`src/hdl/remote_link_defines.svh`:
```
// constants of the remote I/O and remote register link
`ifndef REMOTE_LINK_DEFINES_SVH
`define REMOTE_LINK_DEFINES_SVH

// ======================================================================
// command and response word layout
`define STROBE_BIT      14
`define RESULT_BIT      15
`define DONE_BIT        14
`define CODE_W          14

// ======================================================================
// command codes of the parameters held here
`define RD_GROUP_ADDR   14'h0018
`define WR_GROUP_ADDR   14'h1018
`define RD_GROUP_MASK   14'h0019
`define WR_GROUP_MASK   14'h1019
`define RD_INIT_GROUP   14'h09D1
`define WR_INIT_GROUP   14'h19D1

// ======================================================================
// parameter values and ranges
`define NO_GROUP        32'hFFFF_FFFF
`define GROUP_ADDR_MAX  32'h0000_000F
`define INIT_GROUP_MAX  32'h0000_001F
`define MASK_MAX        32'h0000_FFFF
`define MASK_RESET      16'h0000
`define LOW_BYTE_ONLY   16'h00FF
`define ADDR_MIN_W      5

// ======================================================================
// remote input bit positions
`define IN_SEL_LSB      0
`define IN_SEL_MSB      2
`define IN_START        3
`define IN_HOME         4
`define IN_STOP         5
`define IN_FREE         6
`define IN_ALM_CLR      7
`define IN_DSEL_LSB     8
`define IN_DSEL_MSB     10
`define IN_SEQUENTIAL_START       11
`define IN_FW_JOG       12
`define IN_RV_JOG       13
`define IN_FORWARD_POSITION_MOVE       14
`define IN_REVERSE_POSITION_MOVE       15

`endif

```
`src/hdl/remote_link_pkg.sv`:
```
// types shared by the remote link modules
package remote_link_pkg;

   typedef enum logic [2:0] {
      ST_IDLE = 3'h1,
      ST_EXEC = 3'h2,
      ST_DONE = 3'h4
   } cmd_state_t;

   typedef enum logic [1:0] {
      SEL_GROUP = 2'h0,
      SEL_INIT  = 2'h1,
      SEL_MASK  = 2'h2
   } param_sel_t;

   typedef struct packed {
      logic [31:0] group_addr;
      logic [31:0] init_group;
      logic [15:0] mask;
      logic [31:0] rd_data;
   } param_regs_t;

   typedef struct packed {
      cmd_state_t  st;
      logic        strobe_prev;
      logic [13:0] code;
      logic [31:0] data;
      logic        result;
      logic        done;
      logic [15:0] in_word;
      logic [15:0] out_word;
      logic        nv_loaded;
      logic        nv_wr;
   } link_state_t;

endpackage : remote_link_pkg

```
`src/hdl/param_store.sv`:
```
// group parameter store with registered read port
`timescale 1ns/1ps
`include "remote_link_defines.svh"

module param_store (
   input  wire logic                    i_clk_sys,
   input  wire logic                    i_nrst,
   input  wire logic                    i_wr_en,
   input  wire remote_link_pkg::param_sel_t i_wr_sel,
   input  wire logic [31:0]             i_wr_data,
   input  wire remote_link_pkg::param_sel_t i_rd_sel,
   input  wire logic                    i_nv_load,
   input  wire logic [31:0]             i_nv_value,
   input  wire logic [15:0]             i_nv_mask,
   output logic [31:0]                  o_rd_data,
   output logic [31:0]                  o_group_addr,
   output logic [15:0]                  o_group_mask
);
   import remote_link_pkg::*;

   param_regs_t r_q;
   param_regs_t r_d;
   logic        nv_ok;

   // ======================================================================
   // next state
   always_comb begin
      r_d   = r_q;
      nv_ok = (i_nv_value == `NO_GROUP) || (i_nv_value <= `INIT_GROUP_MAX);
      if (i_nv_load) begin
         // saved setting applied once after power-up
         r_d.init_group = nv_ok ? i_nv_value : `NO_GROUP;
         r_d.group_addr = nv_ok ? i_nv_value : `NO_GROUP;
         r_d.mask       = i_nv_mask;
      end else if (i_wr_en) begin
         case (i_wr_sel)
            SEL_GROUP: r_d.group_addr = i_wr_data;
            SEL_INIT:  r_d.init_group = i_wr_data;
            SEL_MASK:  r_d.mask       = i_wr_data[15:0];
            default:   r_d.group_addr = r_q.group_addr;
         endcase
      end
      case (i_rd_sel)
         SEL_GROUP: r_d.rd_data = r_q.group_addr;
         SEL_INIT:  r_d.rd_data = r_q.init_group;
         SEL_MASK:  r_d.rd_data = {16'h0000, r_q.mask};
         default:   r_d.rd_data = 32'h0000_0000;
      endcase
   end

   // ======================================================================
   // registers; volatile copy resets to no group, then takes the saved value
   always_ff @(posedge i_clk_sys or negedge i_nrst) begin
      if (!i_nrst) begin
         r_q.group_addr <= `NO_GROUP;
         r_q.init_group <= `NO_GROUP;
         r_q.mask       <= `MASK_RESET;
         r_q.rd_data    <= 32'h0000_0000;
      end else begin
         r_q <= r_d;
      end
   end

   assign o_rd_data    = r_q.rd_data;
   assign o_group_addr = r_q.group_addr;
   assign o_group_mask = r_q.mask;

endmodule : param_store

```
`src/hdl/remote_io_register_link.sv`:
```
// driver end of the cyclic remote I/O and remote register link
// Summary of operation
// - 16-bit input word maps select, start, home, stop, free, clear, direct, jog, moves.
// - 8-bit mode keeps only the low byte of input and output words.
// - output word reports echoes, home end, ready, information_flag, alarm, busy, zones, motion.
// - command runs only on a zero-to-one strobe edge; steady strobe does nothing.
// - response carries result in bit 15, completion in bit 14, echoed code below.
// - completion flag rises once the requested command has finished.
// - each remote input bit is chosen separately as group-delivered or individual.
// - only remote inputs use the group; commands are always individually addressed.
// - child with a parent address set accepts inputs sent to that parent address.
// - parent needs no setting; its own address serves as the group address.
// - volatile group address: minus one is no group, 0 to 15 parent; starts at the saved initial group address.
// - power loss returns the volatile group address to the saved initial group address.
// - saved initial group address, minus one or 0 to 31, is applied at power-up.
`timescale 1ns/1ps
`include "remote_link_defines.svh"

module remote_io_register_link #(
   parameter int ADDR_W = 5
) (
   input  wire logic              i_clk_sys,
   input  wire logic              i_nrst,
   input  wire logic              i_mode_8bit,
   input  wire logic [ADDR_W-1:0] i_own_address,
   input  wire logic              i_frame_valid,
   input  wire logic [ADDR_W-1:0] i_frame_address,
   input  wire logic [15:0]       i_net_input_word,
   input  wire logic [15:0]       i_command_word,
   input  wire logic [31:0]       i_command_data,
   input  wire logic [31:0]       i_saved_parent_address,
   input  wire logic [15:0]       i_saved_group_mask,
   input  wire logic              i_home_end,
   input  wire logic              i_ready,
   input  wire logic              i_information_flag,
   input  wire logic              i_alarm_flag,
   input  wire logic              i_busy_flag,
   input  wire logic [2:0]        i_zone_out,
   input  wire logic              i_timing_pulse,
   input  wire logic              i_moving,
   input  wire logic              i_in_position,
   input  wire logic              i_torque_limited,
   output logic [15:0]            o_net_input_word,
   output logic [15:0]            o_net_output_word,
   output logic [15:0]            o_response_word,
   output logic [31:0]            o_response_data,
   output logic [2:0]             o_op_select,
   output logic                   o_start,
   output logic                   o_go_home,
   output logic                   o_stop,
   output logic                   o_free,
   output logic                   o_alarm_clear,
   output logic [2:0]             o_direct_select,
   output logic                   o_sequential_start,
   output logic                   o_forward_jog,
   output logic                   o_reverse_jog,
   output logic                   o_forward_position_move,
   output logic                   o_reverse_position_move,
   output logic                   o_nv_write,
   output logic [31:0]            o_nv_data
);
   import remote_link_pkg::*;

   if (ADDR_W < `ADDR_MIN_W) begin : g_addr_chk
      $error("ADDR_W too narrow for parent addresses up to 31");
   end

   link_state_t s_q;
   link_state_t s_d;

   logic        strobe_now;
   logic        strobe_rise;
   logic [31:0] group_addr;
   logic [15:0] group_mask;
   logic [31:0] rd_data;
   logic        group_on;
   logic [15:0] eff_mask;
   logic        own_hit;
   logic        grp_hit;
   logic [15:0] width_mask;
   logic        wr_en;
   param_sel_t  wr_sel;
   param_sel_t  rd_sel;
   logic        code_known;
   logic        range_ok;
   logic        is_write;

   // ======================================================================
   // strobe edge; bit 15 of the command word is ignored
   assign strobe_now  = i_command_word[`STROBE_BIT];
   assign strobe_rise = strobe_now && !s_q.strobe_prev;

   // ======================================================================
   // group matching
   assign width_mask = i_mode_8bit ? `LOW_BYTE_ONLY : 16'hFFFF;
   assign group_on   = (group_addr != `NO_GROUP);
   // per-bit choice only counts while a group is set
   assign eff_mask   = group_on ? group_mask : `MASK_RESET;
   // parent matches on own address alone, no setting needed
   assign own_hit    = i_frame_valid && (i_frame_address == i_own_address);
   // child takes slots sent to its parent address
   assign grp_hit    = i_frame_valid && group_on &&
                       ({{(32-ADDR_W){1'b0}}, i_frame_address} == group_addr);

   // ======================================================================
   // command decode; the command port only ever addresses this driver
   always_comb begin
      rd_sel     = SEL_GROUP;
      code_known = 1'b1;
      is_write   = 1'b0;
      range_ok   = 1'b1;
      case (s_q.code)
         `RD_GROUP_ADDR: rd_sel = SEL_GROUP;
         `RD_INIT_GROUP: rd_sel = SEL_INIT;
         `RD_GROUP_MASK: rd_sel = SEL_MASK;
         `WR_GROUP_ADDR: begin
            rd_sel   = SEL_GROUP;
            is_write = 1'b1;
            range_ok = (s_q.data == `NO_GROUP) || (s_q.data <= `GROUP_ADDR_MAX);
         end
         `WR_INIT_GROUP: begin
            rd_sel   = SEL_INIT;
            is_write = 1'b1;
            range_ok = (s_q.data == `NO_GROUP) || (s_q.data <= `INIT_GROUP_MAX);
         end
         `WR_GROUP_MASK: begin
            rd_sel   = SEL_MASK;
            is_write = 1'b1;
            range_ok = (s_q.data <= `MASK_MAX);
         end
         default: code_known = 1'b0;
      endcase
   end

   assign wr_sel = rd_sel;
   assign wr_en  = (s_q.st == ST_EXEC) && is_write && code_known && range_ok;

   // ======================================================================
   // next state
   always_comb begin
      s_d             = s_q;
      s_d.strobe_prev = strobe_now;
      s_d.nv_loaded   = 1'b1;
      s_d.nv_wr       = 1'b0;

      // remote inputs: individual bits from own slot, group bits from parent slot
      if (own_hit) begin
         s_d.in_word = (s_d.in_word & eff_mask) | (i_net_input_word & ~eff_mask);
      end
      if (grp_hit) begin
         s_d.in_word = (s_d.in_word & ~eff_mask) | (i_net_input_word & eff_mask);
      end
      s_d.in_word = s_d.in_word & width_mask;

      // remote outputs
      s_d.out_word = {i_torque_limited, i_in_position, i_moving, i_timing_pulse,
                      i_zone_out, i_busy_flag,
                      i_alarm_flag, i_information_flag, i_ready, i_home_end,
                      s_q.in_word[`IN_START], s_q.in_word[`IN_SEL_MSB:`IN_SEL_LSB]}
                     & width_mask;

      case (s_q.st)
         ST_IDLE: begin
            if (strobe_rise) begin
               s_d.code = i_command_word[`CODE_W-1:0];
               s_d.data = i_command_data;
               s_d.st   = ST_EXEC;
            end
         end
         ST_EXEC: begin
            s_d.result = !(code_known && range_ok);
            s_d.nv_wr  = wr_en && (wr_sel == SEL_INIT);
            s_d.done   = 1'b1;
            s_d.st     = ST_DONE;
         end
         ST_DONE: begin
            if (!strobe_now) begin
               s_d.done = 1'b0;
               s_d.st   = ST_IDLE;
            end
         end
         default: begin
            s_d.st   = ST_IDLE;
            s_d.done = 1'b0;
         end
      endcase
   end

   // ======================================================================
   // state register
   always_ff @(posedge i_clk_sys or negedge i_nrst) begin
      if (!i_nrst) begin
         s_q.st          <= ST_IDLE;
         s_q.strobe_prev <= 1'b0;
         s_q.code        <= 14'h0000;
         s_q.data        <= 32'h0000_0000;
         s_q.result      <= 1'b0;
         s_q.done        <= 1'b0;
         s_q.in_word     <= 16'h0000;
         s_q.out_word    <= 16'h0000;
         s_q.nv_loaded   <= 1'b0;
         s_q.nv_wr       <= 1'b0;
      end else begin
         s_q <= s_d;
      end
   end

   // ======================================================================
   // parameter store; saved values loaded on the first edge after release
   param_store u_store (
      .i_clk_sys    (i_clk_sys),
      .i_nrst       (i_nrst),
      .i_wr_en      (wr_en),
      .i_wr_sel     (wr_sel),
      .i_wr_data    (s_q.data),
      .i_rd_sel     (rd_sel),
      .i_nv_load    (!s_q.nv_loaded),
      .i_nv_value   (i_saved_parent_address),
      .i_nv_mask    (i_saved_group_mask),
      .o_rd_data    (rd_data),
      .o_group_addr (group_addr),
      .o_group_mask (group_mask)
   );

   // ======================================================================
   // outputs
   assign o_net_input_word        = s_q.in_word;
   assign o_net_output_word       = s_q.out_word;
   assign o_response_word         = {s_q.result, s_q.done, s_q.code};
   // read data is the value before a write in the same exchange
   assign o_response_data         = rd_data;
   assign o_nv_write              = s_q.nv_wr;
   assign o_nv_data               = s_q.data;
   assign o_op_select             = s_q.in_word[`IN_SEL_MSB:`IN_SEL_LSB];
   assign o_start                 = s_q.in_word[`IN_START];
   assign o_go_home               = s_q.in_word[`IN_HOME];
   assign o_stop                  = s_q.in_word[`IN_STOP];
   assign o_free                  = s_q.in_word[`IN_FREE];
   assign o_alarm_clear           = s_q.in_word[`IN_ALM_CLR];
   assign o_direct_select         = s_q.in_word[`IN_DSEL_MSB:`IN_DSEL_LSB];
   assign o_sequential_start      = s_q.in_word[`IN_SEQUENTIAL_START];
   assign o_forward_jog           = s_q.in_word[`IN_FW_JOG];
   assign o_reverse_jog           = s_q.in_word[`IN_RV_JOG];
   assign o_forward_position_move = s_q.in_word[`IN_FORWARD_POSITION_MOVE];
   assign o_reverse_position_move = s_q.in_word[`IN_REVERSE_POSITION_MOVE];
endmodule : remote_io_register_link

```
`config.mk`:
```
export PLATFORM = sky130hd
export DESIGN_NAME = remote_io_register_link
export DESIGN_NICKNAME = d
export VERILOG_FILES = /design/src/hdl/remote_link_pkg.sv /design/src/hdl/param_store.sv /design/src/hdl/remote_io_register_link.sv
export VERILOG_INCLUDE_DIRS = /design/src /design/src/hdl
export SDC_FILE = /design/constraint.sdc
export NUM_CORES = 1
export LEC_CHECK = 0
export BUFFER_PORTS_ARGS = -buffer_cell sky130_fd_sc_hd__clkbuf_2
export CELL_PAD_IN_SITES_DETAIL_PLACEMENT = 0
export CELL_PAD_IN_SITES_GLOBAL_PLACEMENT = 1
export CORE_ASPECT_RATIO = 0.8
export CORE_MARGIN = 2
export CORE_UTILIZATION = 37
export CTS_CLUSTER_DIAMETER = 30
export DETAILED_ROUTE_END_ITERATION = 7
export PLACE_DENSITY_LB_ADDON = 0.15
export SETUP_SLACK_MARGIN = 0.5
export SYNTH_ARGS = -nofsm -noshare
export SYNTH_HDL_FRONTEND = slang
export SYNTH_SLANG_ARGS = --single-unit
```
`constraint.sdc`:
```
create_clock -name i_clk_sys -period 2.85 [get_ports i_clk_sys]
set_clock_uncertainty 0.2 [all_clocks]
set_input_delay 0.57 -clock i_clk_sys [delete_from_list [all_inputs] [get_ports i_clk_sys]]
set_output_delay 0.57 -clock i_clk_sys [all_outputs]
set_load 0.03 [all_outputs]
```
; ---- Word level (Yosys, flattened, before mapping)
; Index checks and enable logic that the tools add are counted.
[word_totals]
reg_bits = 198
inputBits = 138
out_inout_bits = 129
elab_cells = 96
[op_classes]
magnitude_cmp = 4
n_eq_ne = 22
mux = 21
bitwise = 10
reduce_logical = 25
[op_table]
columns = op, count
row1 = $mux 80, 2
row2 = $and 16x16->16, 6
row3 = $mux 32, 3
row4 = $pmux 32 s3, 1
row5 = $mux 16, 5
row6 = $eq 32x32->1 const B, 2
row7 = $le 32x5->1 const B, 2
row8 = $eq 14x13->1 const B, 3
row9 = $eq 5x32->1, 1
row10 = $le 32x16->1 const B, 1
row11 = $le 32x4->1 const B, 1
row12 = $ne 32x32->1 const B, 1
row13 = $or 16x16->16, 2
row14 = $eq 14x5->1 const B, 2
row15 = $not 16->16, 1
row16 = $eq 14x12->1 const B, 1
row17 = $reduce_and 2->1, 6
row18 = $logic_and 1x1->1, 9
row19 = $pmux 3 s3, 1
row20 = $ne 2x1->1 const B, 4
row21 = $mux 3, 2
row22 = $pmux 1 s3, 2
row23 = $reduce_or 6->1, 1
row24 = $eq 5x5->1, 1
row25 = 14 further kinds, 22

; ---- Logic depth before layout (Yosys ltp)
[depth]
depth_word = 10
mapped_depth = 8
depth_no_buf = 5

; ---- By module
; From an unflattened synthesis, not the netlist that was laid out.
[hier_totals]
hier_cells = 1026
hier_area_um2 = 11013.1
[by_module_without_submodules]
columns = mod, n_inst, cells_each, area_each_um2, seq_area_each_um2
row1 = param_store, 1, 552, 5748.0, 2882.8
row2 = remote_io_register_link, 1, 474, 5265.0, 2153.3

; ---- Worst setup path after synthesis
; OpenSTA, ideal clock, no wires.
[synth_path]
path_kind = register to register
start = reg s_q, in the netlist o_response_word[9]
end = reg, netlist name u_store.o_group_addr[4]
setup_ns = 0.085
arrival_time_ns = 2.374
required_time_ns = 2.565
setup_slack_ns = 0.191
path_stages_with_launch = 7
path_buffers = 1
synth_period_minus_slack_ns = 2.659
path_cell_list = dfrtp_1 or4b_4 nor4_4 o211ai_4 a31oi_4 buf_6 mux2_1
[synth_between]
elab_chain_cells = 8
word_cells_on_any_way = 21
classes_between = 8 x eq/ne / 4 x mux / 9 x reduce/logical
[synth_rtl]
columns = element, line
row1 = start: declaration, remote_io_register_link.sv:68  ; link_state_t s_q;
row2 = $eq 14x13->1, remote_io_register_link.sv:112  ; case (s_q.code)
row3 = $reduce_or 3->1 (no line), --
row4 = $mux 1, remote_io_register_link.sv:112
row5 = $logic_and 1x1->1 (3 in a row), remote_io_register_link.sv:136  ; assign wr_en = (s_q.st == ST_EXEC) && is_write && code_known && range_ok;
row6 = $ne 2x1->1 (no line), --
row7 = $reduce_and 2->1 (no line) *, --
; Every way passes the cells marked *; elsewhere a longest branch is shown, timed or not.
; A chain may end at the register's enable or synchronous reset.

; ---- Worst setup path in the final report
[layout_path]
start = reg s_q, in the netlist o_response_word[9]
end = reg, netlist name u_store.o_group_addr[29]
[layout_between]
elab_chain_cells = 8
word_cells_on_any_way = 21
classes_between = 8 x eq/ne / 4 x mux / 9 x reduce/logical
[layout_rtl]
columns = element, line
row1 = $eq 14x13->1, remote_io_register_link.sv:112
row2 = $reduce_or 3->1 (no line), --
row3 = $mux 1, remote_io_register_link.sv:112
row4 = $logic_and 1x1->1 (3 in a row), remote_io_register_link.sv:136
row5 = $ne 2x1->1 (no line), --
row6 = $reduce_and 2->1 (no line) *, --
; Marks and branches as above.

==> flow_metrics.py <==
metrics = {
    "cells_and_area": {
        "syn_to_final_growth_pct": 25.01,
        "final_nets": 1325,
        "drive_gt1_share_pct": 46.83,
        "final_common_cell": "clkbuf_2",
        "final_cell_mix": "clkbuf_2 (264), dfrtp_1 (132), buf_4 (75), mux2i_1 (70), dfstp_2 (65)",
        "fillers": 2621,
        "post-route-util_pct": 47.28,
        "design_area_sq_um": 12940,
        "stdcell_count": 1565,
    },
    "floorplan": {
        "start_util_pct": 37.82,
        "rows": 54,
        "fp.dieArea_sq_um": 29340,
        "die_h_um": 153.6,
        "die_x_um": 191.0,
        "core_area_sq_um": 27360,
        "ioPinCount": 267,
    },
    "synth": {
        "ys_top_cells_by_area": "dfrtp_1 (32%), dfstp_2 (17%), buf_4 (8.6%), mux2i_1 (6.9%), mux2_2 (5.1%)",
        "seq_area_frac_synth_pct": 48.66,
        "syn_nets": 1102,
        "synth-edff-count": 0,
        "synth_top_area_share_pct": 32.16,
        "ys_ff_latch": 198,
        "syn_area_per_cell_sq_um": 10.74,
        "synth_top_flop_cell": "dfrtp_1",
        "netlist_instances": 964,
        "synth_area_sq_um": 10350,
        "yosys_warnings": 0,
        "synth_top_area_cell": "dfrtp_1",
        "async_flop_share_pct": 100.0,
        "ys_types": 60,
    },
    "sta": {
        "slew-limit-headroom_pct": 60.72,
        "max_slew.worst_pin.slew_ps": 589.3,
        "drv_slew": 0,
        "finalCritPeriodShare_pct": 88.36,
        "rsz0062_at_grt": "true",
        "hold_viol": 0,
        "fmax_mhz": 397.1,
        "period_minus_slack_ps": 2518,
        "fin_setup_tns_ps": 0,
        "setup-violations-final": 0,
    },
    "placed_design": {
        "dp.cells": 1482,
        "hpwl_um": 21290,
        "port_buffers": 265,
        "placed_area_sq_um": 11600,
        "globalplace.congestion": 0.7863,
    },
    "global_route": {
        "grt_pass1_vias": 7974,
        "grt_use_total_pct": 20.70,
        "grt_pass1_wl_um": 46540,
        "grt_overflow": 0,
        "grt_max_degree": 66,
        "grt_antenna_before_repair": 0,
    },
    "routing": {
        "drc": 0,
        "wire_per_inst_um": 19.39,
        "drt-total-wl_um": 30340,
        "dr.first_iter.drc_count": 526,
        "viasPerCell": 5.213,
        "vias": 8158,
        "dr.pass1.iters": 5,
        "ant_nets": 0,
    },
    "worst_hold_path": {
        "hold_path.class": "in -> reg",
    },
    "worst_setup_path": {
        "criticalPathCategory": "reg -> reg",
        "critical_path.top_delay_family": "simple AND/OR/NAND/NOR gates",
        "cp.required_ps": 3020,
        "start_kind": "flip-flop",
        "crit_slowest_cell": "or4b_4",
        "crit_arrival_ps": 2680,
        "crit_path_end_kind": "flip-flop",
        "critPathMaxStageDelay_ps": 580,
        "worst-path-buf-inv": 4,
        "crit_top_cell": "buf_12",
        "cp_max_fo": 5,
        "crit_chain": "or4b_4, nor4_4, buf_4, o211ai_4, a31oi_4, buf_12, buf_12, buf_12, mux2i_1",
    },
    "power": {
        "p_leak_nw": 5.898,
        "powerDensity_nw_per_um2": 672.9,
        "vdd_drop_max_mv": 0.4856,
        "fin_total_pwr_mw": 8.707,
    },
    "clock_network": {
        "max-clock-path-buffers": 2,
        "clk_pin_slew_ps": 70,
        "cts-root-buf": "clkbuf_16",
        "cts_buffers": 17,
        "tritoncts": "done",
        "clock-sinks": 198,
        "htreeDepth": 4,
        "clk_latency_ps": 440,
    },
    "outcome": {
        "outcome": "completed",
    },
    "flow_run": {
        "maxCapViolCount": 0,
    },
}
-- metal layers --
layer	up-vias	track usage, %	routed length, um
li1	3829	-	-
met1	4061	30.23	14580
met2	254	30.81	13480
met3	14	5.250	2024
met4	0	4.540	265
met5	-	0	0
-- Yosys cell counts, drive strengths merged, types with 3 or more instances --
cell type  instances
a211o              8
a21o               3
a21oi             18
a221o             13
a22oi              4
a31oi             18
a32oi             16
a41oi              8
buf              126
clkbuf            43
dfrtp            133
dfstp             65
inv               60
mux2              53
mux2i             71
nand2             39
nand3              3
nand4             32
nor2              58
nor2b             27
nor3               8
nor4              34
nor4b              3
o2111a             8
o21ai             43
o2bb2ai            7
o311ai            16
or3                3
or4                6
xnor2             10
-- where the power goes --
part / total [mW] / internal (mW) / switching (mW)
clock network: 2.34 / 1.18 / 1.16
registers: 3.92 / 3.48 / 0.442
logic: 2.45 / 0.985 / 1.47
-- layout make-up --
cell class	count	area (sq um)	area share (%)
flip-flops and latches	198	5037	38.93
inverters	60	225.2	1.741
well taps	364	455.4	3.520
clock buffers	20	456.7	3.530
repair buffers	370	2442	18.88
diodes	1	2.502	0.01934
multi-input cells	540	4230	32.70
clock inverters	12	88.84	0.6866
-- metrics by stage --
step	hold WS [ps]	worst slack [ps]
after detailed placement	252.7	154.0
final	30.64	331.9
after global routing	10.18	243.0
after global placement	240.4	166.1
after CTS	10.27	327.2
after floorplan	74.41	336.4
-- flip-flops by register name (all words and copies together) (netlist names) --
name	count
u_store.o_rd_data	32
o_nv_data	32
u_store.r_q	32
o_net_input_word	16
o_net_output_word	16
s_q	5
o_response_word	16
u_store.o_group_addr	32
u_store.o_group_mask	16
o_nv_write	1
-- cells by family (layout without fill, tap and decap cells) --
family | Yosys count | after routing | share of synthesized area (%)
buffers and inverters | 229 | 462 | 13.03
and+or+nand+nor | 227 | 228 | 11.80
DFF | 198 | 198 | 48.66
AOI/OAI and AO/OA | 175 | 177 | 13.00
muxes | 124 | 124 | 12.63
xor gates and xnor gates | 10 | 10 | 0.8462
other | 1 | 2 | 0.03623
-- path summary, 6_finish.rpt --
kind / from / depth (start not counted) / endpoint / slack (ps)
max in group asynchronous: i_nrst / 3 / o_nv_data[25] / 1090
setup / recovery: o_response_word[9] / 9 / u_store.o_group_addr[29] / 330
hold reg to reg: o_net_input_word[3] / 0 / o_net_output_word[3] / 260
min in group asynchronous: i_nrst / 2 / o_net_output_word[6] / 520
setup reg to reg: o_response_word[9] / 9 / u_store.o_group_addr[29] / 330
hold / removal: i_home_end / 1 / o_net_output_word[4] / 30
-- worst register-to-register path, delay by kind of cell, from the launching register on --
kind	cells	cell delay, ps
compound gates	2	350
buf+inv	4	570
flops	1	410
mux	1	190
simple gates	2	720
-- repair_timing --
| action | in CTS | in global routing |
|---|---|---|
| endpoints found under the hold margin | 37 | 0 |
| setup endpoints to repair | 128 | 126 |
| buffers inserted | 28 | 14 |
| cloned | 5 | 2 |
| hold buffers | 1 | 0 |
| resized for setup | 45 | 23 |
| pin swaps | 9 | 9 |
Note: power is estimated with default switching activity, not from simulation.
